## config.mk

```make
export PLATFORM = sky130hd
export DESIGN_NAME = gpt_timers
export DESIGN_NICKNAME = d
export VERILOG_FILES = /design/src/gpt_pkg.sv /design/src/gpt_timers.sv /design/src/gpt_input_logic.sv /design/src/gpt_channel.sv
export SDC_FILE = /design/constraint.sdc
export NUM_CORES = 1
export LEC_CHECK = 0
export ABC_CLOCK_PERIOD_IN_PS = 6900
export BUFFER_PORTS_ARGS = -buffer_cell sky130_fd_sc_hd__buf_2
export CAP_MARGIN = 40
export CORE_MARGIN = 4
export CORE_UTILIZATION = 35
export DETAILED_ROUTE_END_ITERATION = 10
export PLACE_DENSITY = 0.61
export SYNTH_ARGS = -nofsm -noshare
export SYNTH_HDL_FRONTEND = slang
export SYNTH_HIERARCHICAL = 1
export SYNTH_SLANG_ARGS = --single-unit
```

## constraint.sdc

```tcl
create_clock -name pclk -period 6.9 [get_ports pclk]
set_input_delay 0.345 -clock pclk [delete_from_list [all_inputs] [get_ports pclk]]
set_output_delay 0.345 -clock pclk [all_outputs]
set_load 0.005 [all_outputs]
```

## src/gpt_pkg.sv

```systemverilog
// constants and types shared by the general purpose delay timers
package gpt_pkg;
  // system clock and the one-second interval unit
  localparam int CLK_HZ = 20_000_000;
  localparam int TICK_S = 1;
  localparam int TICK_CYCLES = CLK_HZ * TICK_S;
  // structure
  localparam int NUM_TIMERS = 3;
  localparam int NUM_SRC = 32;
  localparam int SEL_W = 5;
  localparam int IVL_W = 16;
  // register offsets, per timer block and global
  localparam logic [7:0] TMR_SPAN = 8'h30;
  localparam logic [7:0] OFS_INTERVAL = 8'h00;
  localparam logic [7:0] OFS_CTRL = 8'h04;
  localparam logic [7:0] OFS_LOGIC = 8'h08;
  localparam logic [7:0] OFS_STATUS = 8'h0C;
  localparam logic [7:0] OFS_SRC_VIEW = 8'h30;
  // field positions
  localparam int CTRL_MODE_LSB = 0;
  localparam int CTRL_SEL1_LSB = 8;
  localparam int CTRL_SEL2_LSB = 16;
  localparam int CTRL_SELR_LSB = 24;
  localparam int LOGIC_RST_LSB = 8;
  localparam int STAT_STATE_LSB = 4;
  localparam int STAT_CNT_LSB = 16;
  // values after reset
  localparam logic [IVL_W-1:0] INTERVAL_RST = 16'h0000;
  localparam logic [1:0] MODE_RST = 2'h0;
  localparam logic [SEL_W-1:0] SEL_RST = 5'h00;
  localparam logic [7:0] TABLE_RST = 8'h00;
  // timer functions
  typedef enum logic [1:0] {
    MODE_ON = 2'h0,
    MODE_ON_INIT = 2'h1,
    MODE_OFF = 2'h2
  } gpt_mode_t;
  // one-hot timer states
  typedef enum logic [3:0] {
    ST_LOW = 4'h1,
    ST_TIMING_ON = 4'h2,
    ST_HIGH = 4'h4,
    ST_TIMING_OFF = 4'h8
  } gpt_state_t;
endpackage

```

## src/gpt_timers.sv

```systemverilog
// three general purpose delay timers behind an apb register slave
//
// The register addresses and the APB interface to the registers were left to the implementer.
`timescale 1ns/1ps
`default_nettype none
module gpt_timers #(
  parameter int TICK_CYCLES = gpt_pkg::TICK_CYCLES // cycles per second
) (
  input wire logic pclk, // system clock
  input wire logic presetn, // async reset, active low
  input wire logic [7:0] paddr, // apb byte address
  input wire logic psel, // apb select
  input wire logic penable, // apb access phase
  input wire logic pwrite, // apb direction
  input wire logic [31:0] pwdata, // apb write data
  output logic [31:0] prdata, // apb read data
  output logic pready, // apb ready
  output logic pslverr, // apb error
  input wire logic [7:0] term_in, // digital terminal inputs
  input wire logic [7:0] cmp_flag, // analogue comparison flags
  input wire logic [15:0] logic_in, // other internal signals
  output logic [gpt_pkg::NUM_TIMERS-1:0] timer_out // timer results
);
  import gpt_pkg::*;

  logic [NUM_SRC-1:0] sources;
  logic [IVL_W-1:0] interval [NUM_TIMERS];
  logic [1:0] mode [NUM_TIMERS];
  logic [SEL_W-1:0] sel1 [NUM_TIMERS];
  logic [SEL_W-1:0] sel2 [NUM_TIMERS];
  logic [SEL_W-1:0] selr [NUM_TIMERS];
  logic [7:0] timing_table [NUM_TIMERS];
  logic [7:0] reset_table [NUM_TIMERS];
  logic [NUM_TIMERS-1:0] timing_sig;
  logic [NUM_TIMERS-1:0] reset_sig;
  logic [IVL_W-1:0] elapsed [NUM_TIMERS];
  logic [3:0] state_bits [NUM_TIMERS];
  logic [31:0] next_rdata;
  logic [7:0] ofs;
  logic [1:0] sel_tmr;
  logic tmr_hit;
  logic addr_ok;
  logic wr_en;

  // source vector: terminals low, then flags, then internal logic
  assign sources = {logic_in, cmp_flag, term_in};

  // zero wait states; decode errors only flagged in the access phase
  assign pready = 1'b1;
  assign pslverr = psel && penable && !addr_ok;
  assign wr_en = psel && penable && pwrite && tmr_hit;

  // word offset inside a timer block
  function automatic logic [7:0] word_ofs(input logic [7:0] a);
    word_ofs = {4'h0, a[3:0]};
  endfunction

  // is this an aligned address inside the timer blocks
  function automatic logic in_timers(input logic [7:0] a);
    in_timers = (a < TMR_SPAN) && (a[1:0] == 2'h0);
  endfunction

  // address decode
  always_comb
  begin
    ofs = word_ofs(paddr);
    sel_tmr = paddr[5:4];
    tmr_hit = in_timers(paddr);
    if (tmr_hit)
      addr_ok = 1'b1;
    else if (paddr == OFS_SRC_VIEW)
      addr_ok = 1'b1;
    else
      addr_ok = 1'b0;
  end

  // configuration registers; status and source view ignore writes
  always_ff @(posedge pclk or negedge presetn)
  begin
    if (!presetn)
    begin
      for (int i = 0; i < NUM_TIMERS; i++)
      begin
        interval[i] <= INTERVAL_RST;
        mode[i] <= MODE_RST;
        sel1[i] <= SEL_RST;
        sel2[i] <= SEL_RST;
        selr[i] <= SEL_RST;
        timing_table[i] <= TABLE_RST;
        reset_table[i] <= TABLE_RST;
      end
    end
    else if (wr_en)
    begin
      for (int i = 0; i < NUM_TIMERS; i++)
      begin
        if (sel_tmr == 2'(i))
        begin
          if (ofs == OFS_INTERVAL)
            interval[i] <= pwdata[IVL_W-1:0];
          else if (ofs == OFS_CTRL)
          begin
            mode[i] <= pwdata[CTRL_MODE_LSB +: 2];
            sel1[i] <= pwdata[CTRL_SEL1_LSB +: SEL_W];
            sel2[i] <= pwdata[CTRL_SEL2_LSB +: SEL_W];
            selr[i] <= pwdata[CTRL_SELR_LSB +: SEL_W];
          end
          else if (ofs == OFS_LOGIC)
          begin
            timing_table[i] <= pwdata[7:0];
            reset_table[i] <= pwdata[LOGIC_RST_LSB +: 8];
          end
        end
      end
    end
  end

  // read mux; unmapped addresses read zero
  always_comb
  begin
    next_rdata = 32'h0000_0000;
    if (paddr == OFS_SRC_VIEW)
      next_rdata = sources;
    else if (tmr_hit && sel_tmr != 2'h3)
    begin
      if (ofs == OFS_INTERVAL)
        next_rdata[IVL_W-1:0] = interval[sel_tmr];
      else if (ofs == OFS_CTRL)
      begin
        next_rdata[CTRL_MODE_LSB +: 2] = mode[sel_tmr];
        next_rdata[CTRL_SEL1_LSB +: SEL_W] = sel1[sel_tmr];
        next_rdata[CTRL_SEL2_LSB +: SEL_W] = sel2[sel_tmr];
        next_rdata[CTRL_SELR_LSB +: SEL_W] = selr[sel_tmr];
      end
      else if (ofs == OFS_LOGIC)
      begin
        next_rdata[7:0] = timing_table[sel_tmr];
        next_rdata[LOGIC_RST_LSB +: 8] = reset_table[sel_tmr];
      end
      else if (ofs == OFS_STATUS)
      begin
        next_rdata[0] = timer_out[sel_tmr];
        next_rdata[1] = timing_sig[sel_tmr];
        next_rdata[2] = reset_sig[sel_tmr];
        next_rdata[STAT_STATE_LSB +: 4] = state_bits[sel_tmr];
        next_rdata[STAT_CNT_LSB +: IVL_W] = elapsed[sel_tmr];
      end
    end
  end

  // read data captured in the setup cycle, valid through the access
  always_ff @(posedge pclk or negedge presetn)
  begin
    if (!presetn)
      prdata <= 32'h0000_0000;
    else if (psel && !penable && !pwrite)
      prdata <= next_rdata;
  end

  // three identical timers, each with private settings
  for (genvar g = 0; g < NUM_TIMERS; g++)
  begin : g_tmr
    gpt_input_logic u_logic (
      .pclk(pclk),
      .presetn(presetn),
      .sources(sources),
      .sel1(sel1[g]),
      .sel2(sel2[g]),
      .selr(selr[g]),
      .timing_table(timing_table[g]),
      .reset_table(reset_table[g]),
      .timing_out(timing_sig[g]),
      .reset_out(reset_sig[g])
    );

    gpt_channel #(
      .TICK_CYCLES(TICK_CYCLES)
    ) u_chan (
      .pclk(pclk),
      .presetn(presetn),
      .mode(mode[g]),
      .interval(interval[g]),
      .timing_in(timing_sig[g]),
      .reset_in(reset_sig[g]),
      .timer_out(timer_out[g]),
      .elapsed(elapsed[g]),
      .state_bits(state_bits[g])
    );

    // index of the term the sources point at this cycle
    logic [2:0] term_now;
    assign term_now = {sources[sel1[g]], sources[sel2[g]],
                       sources[selr[g]]};

    term_select_a:
      assert property (@(posedge pclk) disable iff (!presetn)
        $stable(timing_table[g]) && $stable(term_now)
        |-> timing_sig[g] == timing_table[g][$past(term_now)])
      else $error("timing table output mismatch");

    reset_table_a:
      assert property (@(posedge pclk) disable iff (!presetn)
        ##1 reset_sig[g] == $past(reset_table[g][term_now]))
      else $error("reset table output mismatch");

    source_msb_a:
      assert property (@(posedge pclk) disable iff (!presetn)
        (timing_table[g] == 8'hF0) && $stable(timing_table[g])
        |=> timing_sig[g] == $past(sources[sel1[g]]))
      else $error("first timing source not msb");

    on_fall_now_a:
      assert property (@(posedge pclk) disable iff (!presetn)
        (mode[g] == MODE_ON) && timer_out[g] && !timing_sig[g]
        |=> !timer_out[g])
      else $error("delay-on output did not fall at once");

    on_rise_cause_a:
      assert property (@(posedge pclk) disable iff (!presetn)
        (mode[g] == MODE_ON) && $rose(timer_out[g])
        |-> $past(timing_sig[g]) && !$past(reset_sig[g]))
      else $error("delay-on output rose without timing input");

    on_wait_full_a:
      assert property (@(posedge pclk) disable iff (!presetn)
        (mode[g] == MODE_ON) && $rose(timer_out[g])
        && $stable(interval[g]) && interval[g] != INTERVAL_RST
        |-> $past(elapsed[g]) >= interval[g])
      else $error("delay-on output rose before interval");

    init_bypass_a:
      assert property (@(posedge pclk) disable iff (!presetn)
        (mode[g] == MODE_ON_INIT) && reset_sig[g] && timing_sig[g]
        |=> timer_out[g])
      else $error("init mode did not bypass timing on reset");

    off_rise_now_a:
      assert property (@(posedge pclk) disable iff (!presetn)
        (mode[g] == MODE_OFF) && timing_sig[g] |=> timer_out[g])
      else $error("delay-off output did not rise at once");

    off_fall_cause_a:
      assert property (@(posedge pclk) disable iff (!presetn)
        (mode[g] == MODE_OFF) && $fell(timer_out[g])
        |-> !$past(timing_sig[g]))
      else $error("delay-off output fell with timing input high");

    off_wait_full_a:
      assert property (@(posedge pclk) disable iff (!presetn)
        (mode[g] == MODE_OFF) && $fell(timer_out[g])
        && $stable(interval[g]) && interval[g] != INTERVAL_RST
        && !$past(reset_sig[g])
        |-> $past(elapsed[g]) >= interval[g])
      else $error("delay-off output fell before interval");

    count_clear_a:
      assert property (@(posedge pclk) disable iff (!presetn)
        reset_sig[g] |=> elapsed[g] == INTERVAL_RST)
      else $error("reset output did not clear the count");

    count_step_a:
      assert property (@(posedge pclk) disable iff (!presetn)
        $changed(elapsed[g]) |-> elapsed[g] == INTERVAL_RST
        || elapsed[g] == $past(elapsed[g]) + 16'h0001)
      else $error("second count jumped");

    interval_write_a:
      assert property (@(posedge pclk) disable iff (!presetn)
        wr_en && sel_tmr == 2'(g) && ofs == OFS_INTERVAL
        |=> interval[g] == $past(pwdata[IVL_W-1:0]))
      else $error("interval write did not land");

    table_write_a:
      assert property (@(posedge pclk) disable iff (!presetn)
        wr_en && sel_tmr == 2'(g) && ofs == OFS_LOGIC
        |=> reset_table[g] == $past(pwdata[LOGIC_RST_LSB +: 8]))
      else $error("reset table write did not land");
  end

  // an unmapped transfer is answered with an error in its first access cycle
  apb_error_a:
    assert property (@(posedge pclk) disable iff (!presetn)
      psel && penable && !addr_ok |-> pslverr && pready)
    else $error("unmapped access not flagged");

  // read data must not move while the master may still sample it
  read_hold_a:
    assert property (@(posedge pclk) disable iff (!presetn)
      psel && penable && !pwrite |=> $stable(prdata))
    else $error("read data moved in access phase");

  // error is only ever shown in the access phase
  error_phase_a:
    assert property (@(posedge pclk) disable iff (!presetn)
      pslverr |-> psel && penable)
    else $error("error flagged outside access phase");
endmodule
`default_nettype wire

```

## src/gpt_input_logic.sv

```systemverilog
// source selection and the two truth tables of one timer
`timescale 1ns/1ps
`default_nettype none
module gpt_input_logic (
  input wire logic pclk, // system clock
  input wire logic presetn, // async reset, active low
  input wire logic [gpt_pkg::NUM_SRC-1:0] sources, // all digital sources
  input wire logic [gpt_pkg::SEL_W-1:0] sel1, // first timing source
  input wire logic [gpt_pkg::SEL_W-1:0] sel2, // second timing source
  input wire logic [gpt_pkg::SEL_W-1:0] selr, // reset source
  input wire logic [7:0] timing_table, // term bits for timing
  input wire logic [7:0] reset_table, // term bits for reset
  output logic timing_out, // drives interval logic
  output logic reset_out // drives timer reset
);
  import gpt_pkg::*;

  logic [2:0] term;

  function automatic logic pick(input logic [NUM_SRC-1:0] src,
                                input logic [SEL_W-1:0] sel);
    pick = src[sel];
  endfunction

  function automatic logic lookup(input logic [7:0] tbl,
                                  input logic [2:0] idx);
    lookup = tbl[idx];
  endfunction

  // first timing source is the msb, reset source the lsb
  assign term = {pick(sources, sel1), pick(sources, sel2),
                 pick(sources, selr)};

  // registered so both tables see the same sampled term
  always_ff @(posedge pclk or negedge presetn)
  begin
    if (!presetn)
    begin
      timing_out <= 1'b0;
      reset_out <= 1'b0;
    end
    else
    begin
      timing_out <= lookup(timing_table, term);
      reset_out <= lookup(reset_table, term);
    end
  end
endmodule
`default_nettype wire

```

## src/gpt_channel.sv

```systemverilog
// interval timing state machine of one timer
`timescale 1ns/1ps
`default_nettype none
module gpt_channel #(
  parameter int TICK_CYCLES = gpt_pkg::TICK_CYCLES // cycles per second
) (
  input wire logic pclk, // system clock
  input wire logic presetn, // async reset, active low
  input wire logic [1:0] mode, // timer function
  input wire logic [gpt_pkg::IVL_W-1:0] interval, // seconds
  input wire logic timing_in, // timing table output
  input wire logic reset_in, // reset table output
  output logic timer_out, // timer result
  output logic [gpt_pkg::IVL_W-1:0] elapsed, // seconds counted
  output logic [3:0] state_bits // one-hot state
);
  import gpt_pkg::*;

  gpt_state_t state, next_state;
  logic [31:0] sub_cnt;
  logic first;
  logic phase;
  logic done;
  logic is_off;
  logic is_init;

  assign is_off = (mode == MODE_OFF);
  assign is_init = (mode == MODE_ON_INIT);
  assign phase = (state == ST_TIMING_ON) || (state == ST_TIMING_OFF);
  assign done = (elapsed >= interval);
  assign timer_out = (state == ST_HIGH) || (state == ST_TIMING_OFF);
  assign state_bits = state;

  // power-up window lasts until the timing signal is first seen low
  always_ff @(posedge pclk or negedge presetn)
  begin
    if (!presetn)
      first <= 1'b1;
    else if (!timing_in)
      first <= 1'b0;
  end

  // counting restarts with each phase so delays are whole seconds
  always_ff @(posedge pclk or negedge presetn)
  begin
    if (!presetn)
    begin
      sub_cnt <= 32'h0000_0000;
      elapsed <= INTERVAL_RST;
    end
    else if (reset_in || !phase || next_state != state)
    begin
      sub_cnt <= 32'h0000_0000;
      elapsed <= INTERVAL_RST;
    end
    else if (sub_cnt == 32'(TICK_CYCLES - 1))
    begin
      sub_cnt <= 32'h0000_0000;
      elapsed <= elapsed + 16'h0001;
    end
    else
      sub_cnt <= sub_cnt + 32'h0000_0001;
  end

  // next state
  always_comb
  begin
    next_state = state;
    case (state)
      ST_LOW:
        // delay-off rises with its timing input even under reset
        if (reset_in)
          next_state = (timing_in && (is_init || is_off)) ?
                       ST_HIGH : ST_LOW;
        else if (timing_in)
        begin
          if (is_off || (is_init && first) || interval == INTERVAL_RST)
            next_state = ST_HIGH;
          else
            next_state = ST_TIMING_ON;
        end
      ST_TIMING_ON:
        if (reset_in)
          next_state = (is_init && timing_in) ? ST_HIGH : ST_LOW;
        else if (!timing_in)
          next_state = ST_LOW;
        else if (done)
          next_state = ST_HIGH;
      ST_HIGH:
        if (is_off)
        begin
          if (!timing_in)
            next_state = (reset_in || interval == INTERVAL_RST) ?
                         ST_LOW : ST_TIMING_OFF;
        end
        else if (!timing_in || (reset_in && !is_init))
          next_state = ST_LOW;
      ST_TIMING_OFF:
        if (timing_in)
          next_state = ST_HIGH;
        else if (reset_in || done)
          next_state = ST_LOW;
      default:
        next_state = ST_LOW;
    endcase
  end

  always_ff @(posedge pclk or negedge presetn)
  begin
    if (!presetn)
      state <= ST_LOW;
    else
      state <= next_state;
  end
endmodule
`default_nettype wire

```

### Yosys cells after proc, flatten, opt, wreduce, memory -nomap -nowiden

Index checks and enable logic that the tools add are counted.

* output and inout bits: 37
* memory bits (writable): 0
* bits in read-only memories: 0
* word-level logic and storage cells: 320
* latch bits: 0
* memories kept: 0
* input bits: 77
* bits in registers: 344

* reduce and logical (&&, ||, !) cells: 80
* order comparisons: 18
* divide/modulo/power cells: 0
* bitwise gates (word level): 3
* multipliers: 0
* shifts and indexed selects: 0
* muxes and demuxes: 142
* add/subtract/negate cells: 6
* eq/ne operators: 31

Operator list (count)
* $mux 32: 8
* $mux 16: 14
* $mux 4: 37
* $add 32x1->32 const B: 3
* $eq 32x25->1 const B: 3
* $bmux 16 s2: 2
* $lt 5x6->1 const B: 9
* $add 16x1->16 const B: 3
* $ge 16x16->1: 3
* $logic_not 16->1: 3
* $pmux 4 s4: 3
* $bmux 1 s5: 9
* $mux 5: 9
* $mux 3: 14
* $mux 8: 5
* $bmux 8 s2: 2
* $bmux 5 s2: 3
* $logic_or 1x1->1: 30
* $mux 1: 21
* $eq 4x4->1 const B: 5
* $logic_and 1x1->1: 20
* $bmux 1 s3: 6
* $eq 4x3->1 const B: 4
* $reduce_and 5->1: 3
* 24 further kinds: 61

### Depth between registers and ports, before layout

* depth after elaboration: 11
* mapped depth: 10
* mapped depth without buffers: 8

### Cells and area by module

Netlist, hierarchy kept.

Modules (own cells, without submodules)
* gpt_timers: cells an instance 723, sequential area each 4479.3 um^2, instances 1, area each 8949.8 um^2
* gpt_channel at g_tmr[0].u_chan: cells an instance 387, sequential area each 1328.8 um^2, instances 1, area each 3619.7 um^2
* gpt_channel at g_tmr[1].u_chan: cells an instance 382, sequential area each 1328.8 um^2, instances 1, area each 3617.2 um^2
* gpt_channel at g_tmr[2].u_chan: cells an instance 366, sequential area each 1328.8 um^2, instances 1, area each 3380.7 um^2
* gpt_input_logic: cells an instance 86, sequential area each 50.0 um^2, instances 3, area each 1017.2 um^2

### Worst setup path after synthesis

Ideal clock, no wire load.

* kind: reg2reg
* start point: register g_tmr[2].u_chan.sub_cnt[28]
* end point: register g_tmr[2].u_chan/elapsed[9] (netlist name)
* required time: 6.765 ns
* path buffers: 1
* path slack: 4.445 ns
* data arrival time: 2.320 ns
* library setup time: 0.135 ns
* stages on the path, launching flop included: 8
* clock period less this slack: 2.455 ns
* cell sequence: dfrtp_1 or4_4 or3_4 or4_4 buf_6 nor4_4 xnor2_1 nor3_2

* longest elaborated chain between the ends: 2

Ends and longest elaborated chain
* start: declaration: line gpt_channel.sv:20 `logic [31:0] sub_cnt;`
* start signal: assignment: line gpt_channel.sv:62 `sub_cnt <= sub_cnt + 32'h0000_0001;`
* $eq 32x25->1: line gpt_channel.sv:56 `else if (sub_cnt == 32'(TICK_CYCLES - 1))`
* $reduce_bool 2->1 (no line)
* end signal: assignment: line gpt_channel.sv:59 `elapsed <= elapsed + 16'h0001;`
* end: declaration: line gpt_channel.sv:14 `output logic [gpt_pkg::IVL_W-1:0] elapsed,`

Every way passes these cells.
A chain may end at the register's enable or synchronous reset.

### Final worst setup path

* start point: register selr[11] (netlist name)
* end point: register g_tmr[0].u_logic.timing_out

* longest elaborated chain between the ends: 4

Ends and longest elaborated chain
* start: declaration: line gpt_timers.sv:31 `logic [SEL_W-1:0] selr [NUM_TIMERS];`
* start signal: indexed assignment: line gpt_timers.sv:106 `selr[i] <= pwdata[CTRL_SELR_LSB +: SEL_W];`
* $bmux 1 s5: line gpt_input_logic.sv:22 `pick = src[sel];`
* $mux 1 (not written as such): line gpt_input_logic.sv:22
* $bmux 1 s3: line gpt_input_logic.sv:27 `lookup = tbl[idx];`
* $mux 1 (not written as such): line gpt_input_logic.sv:27
* end signal: assignment: line gpt_input_logic.sv:44 `timing_out <= lookup(timing_table, term);`
* end: declaration: line gpt_input_logic.sv:13 `output logic timing_out,`

Every way passes these cells. The select of a mux whose other input is x is not followed.

==> impl_metrics.ini <==
[routing]
dr_total_vias = 18100
detail-route-antenna-nets = 0
vias_per_cell = 5.95
post-route-drc-count = 0
firstDrtPassIters = 7
drt-total-wl_um = 69400
routed_wire_length_per_instance_um = 22.8
drt_iter0_drc = 2024

[logic_synthesis]
number_of_enable_flip_flop_cells_after_synthesis = 0
synth_cell_types = 97
synth.mux.area_fraction_pct = 20.9
synth-xor-area-share_pct = 5.15
top_cells_by_area_synth = sky130_fd_sc_hd__dfrtp_1, sky130_fd_sc_hd__mux2_2, sky130_fd_sc_hd__mux4_2
synth_top_cell_area_share_pct = 37.4
syn_area_per_cell_um2 = 10.7
yosys_warnings = 6
synth_top_family_by_area = multiplexers
number_of_flip_flops_and_latches_in_the_synthesized_netlist = 344
yosys.area_share.adder_pct = 3.32
yosysTopAreaCell = sky130_fd_sc_hd__dfrtp_1
yosysSeqAreaShare_pct = 38.1
async_flop_share_pct = 100
synthesis.instances = 2116
ys_dominant_reg_cell = sky130_fd_sc_hd__dfrtp_1
synthesis.nets = 2253
mappedNetlistArea_um2 = 22600
yosys.cell_count.top_type = sky130_fd_sc_hd__dfrtp_1
compound_cell_area_share_of_the_yosys_netlist_pct = 8.34
synth.top_cells.by_count = sky130_fd_sc_hd__dfrtp_1, sky130_fd_sc_hd__mux2_2, sky130_fd_sc_hd__mux2i_1, sky130_fd_sc_hd__nand2_1, sky130_fd_sc_hd__nor3_1
synthSimpleGateAreaFrac_pct = 19.7

[timing]
rsz0062_at_grt = no
max_slew_headroom_at_the_worst_pin_pct = 30.0
max_slew.worst_pin.slew_ps = 1050
setup-tns-final_ps = 0
finalSetupViolations = 0
final.min_clock_period_ps = 3140
share_of_the_cycle_needed_by_the_critical_path_after_routing_pct = 45.6
holdWs_ps = 36.7
fmaxAchievable_ghz = 0.318
final_hold_fails = 0
timing.final.max_slew_violations = 0
clock_skew_ps = 33.0

[setup_path]
path_max_fanout = 18
critPathBufInv = 0
cp_data_arrival_time_ps = 3610
setup.worst_path.start_class = flop
critical-path-slowest-cell = sky130_fd_sc_hd__dfrtp_1
depth_of_the_worst_register_to_register_path = 8
crit_family = multiplexers
critPathRequiredTime_ps = 7370
critical_path_depth = 8
critical_path_class = flop to flop
timing.critical_path.cells = mux2i_1 -> a22oi_1 -> nand4b_1 -> a21oi_1 -> a311oi_4 -> mux2i_1 -> mux2i_1 -> mux2_2
critPathMostFrequentCell = sky130_fd_sc_hd__mux2i_1
max_stage_delay_ps = 940
worstSetupEndpointType = flop

[clock_network]
cts_setup_buffers = 0
tritoncts = done
ctsHtreeMaxLevel = 2
cts_repair_resized_insts = 0
cts.root.buffer_cell = sky130_fd_sc_hd__clkbuf_16
numCtsBuffers = 41
clock_latency_of_the_later_clocked_register_in_the_worst_skew_pair_ps = 600
clockBufferDepth = 3
cts_hold_buf = 4
tritoncts_num_sinks = 344
cts.clk_slew.worst_paths_ps = 60

[hold_path]
min_delay_path_depth = 2
holdCritPathClass = input pin to flop

[global_routing]
largest_net_degree_at_the_start_of_global_routing = 176
overflow = 0
grt_first_pass_wirelength_um = 109000
grt.total_usage_pct = 19.6
first_global_vias = 18200
grt_antenna_before_repair = 0

[floorplanning]
io_pins = 114
core_area_um2 = 63500
initial_utilization_pct = 35.6
chipWidth_um = 262
total_die_area_um2 = 68800
std_cell_rows = 92
fp.dieH_um = 262

[power_and_ir_drop]
worst_ir_drop_vdd_uv = 156
cellLeakagePower_nw = 9.99
power_density_nw_per_um2 = 179

[finish]
layout.cell_area.non_filler_um2 = 25200
flow.area_growth_from_synthesis_pct = 11.5
finish.net_count = 2306
fraction_of_layout_cells_with_a_size_suffix_above_1_pct = 24.4
finish.utilization_pct = 39.7
num_antenna_cells = 0

[run_status]
run_status = complete, no violations

[placed_design]
place_area_um2 = 23900
port-buffer-count = 106
hpwlAfterDp_um = 48200
gp_congestion = 0.921

[run]
max_cap_viol_count = 0
-- stage by stage --
stage	total power, mW	std cells	worst slack [ps]
finish	4.52	3042	3760
detailed placement	2.43	2967	3560
floorplan	2.24	2116	4440
global placement	2.42	2959	3520
CTS	4.56	3041	3750
global route	4.66	3042	3550
-- state kept, by name, indices dropped and copies added (netlist names) --
signal and flops:
g_tmr.u_logic/reset_out 3, sel2 15, prdata 32, interval 48, mode 6, g_tmr.u_chan/elapsed 48, g_tmr.u_chan/first 3, selr 15
g_tmr.u_logic/timing_out 3, g_tmr.u_chan/sub_cnt 96, g_tmr.u_chan/state_bits 12, reset_table 24, timing_table 24, sel1 15
-- power breakdown --
part	internal, mW	total, mW	switching [mW]
registers	2.04	2.06	0.0241
logic	0.116	0.341	0.225
clock network	1.22	2.11	0.897
-- kinds of logic after synthesis --
group	Yosys count
and+or+nand+nor	741
muxes	371
DFF	344
AOI/OAI and AO/OA	240
buffers and inverters	226
xor gates and xnor gates	133
adders and majority gates	60
other	1
-- routing by layer --
| layer | part of all wire (%) | wire (um) | global-route usage (%) | vias up |
|---|---|---|---|---|
| li1 | - | - | - | 8021 |
| met1 | 43 | 29900 | 26.8 | 9103 |
| met2 | 46 | 32000 | 31.4 | 809 |
| met3 | 7.4 | 5100 | 3.89 | 155 |
| met4 | 3.5 | 2430 | 6.55 | 0 |
| met5 | 0 | 0 | 0 | - |
-- placed cells by master, fill, tap and decap left out, drive strengths merged, types with 26 or more instances in the layout --
cell    instances
dfrtp         338
o221ai         30
nor4           73
mux2i         135
mux4           61
nand2         133
a21oi          37
nand4          46
buf           128
ha             60
xor2           50
o21ai          29
nor3          152
and3           27
clkbuf         59
nor2           82
nand3          81
inv           105
mux2          175
and2           26
xnor2          83
-- worst paths after layout --
path                            start                          end  slack (ps)
setup reg to reg             selr[11]  g_tmr[0].u_logic/timing_out        3760
min in group asynchronous     presetn                     selr[11]         350
hold / removal             pwdata[24]                     selr[10]          40
hold reg to reg            prdata[15]                   prdata[15]         510
max in group asynchronous     presetn  g_tmr[0].u_chan/sub_cnt[25]        5080
setup / recovery             selr[11]  g_tmr[0].u_logic/timing_out        3760
-- cell type report --
class / count / area (um^2)
clock inverter: 11 / 135
multi-input combinational: 1546 / 13100
sequential: 344 / 8620
tap: 846 / 1060
fill: 6068 / 38300
clock buffer: 59 / 1130
timing repair buffer: 132 / 841
inverter: 104 / 390
(Power assumes the default switching activity.)
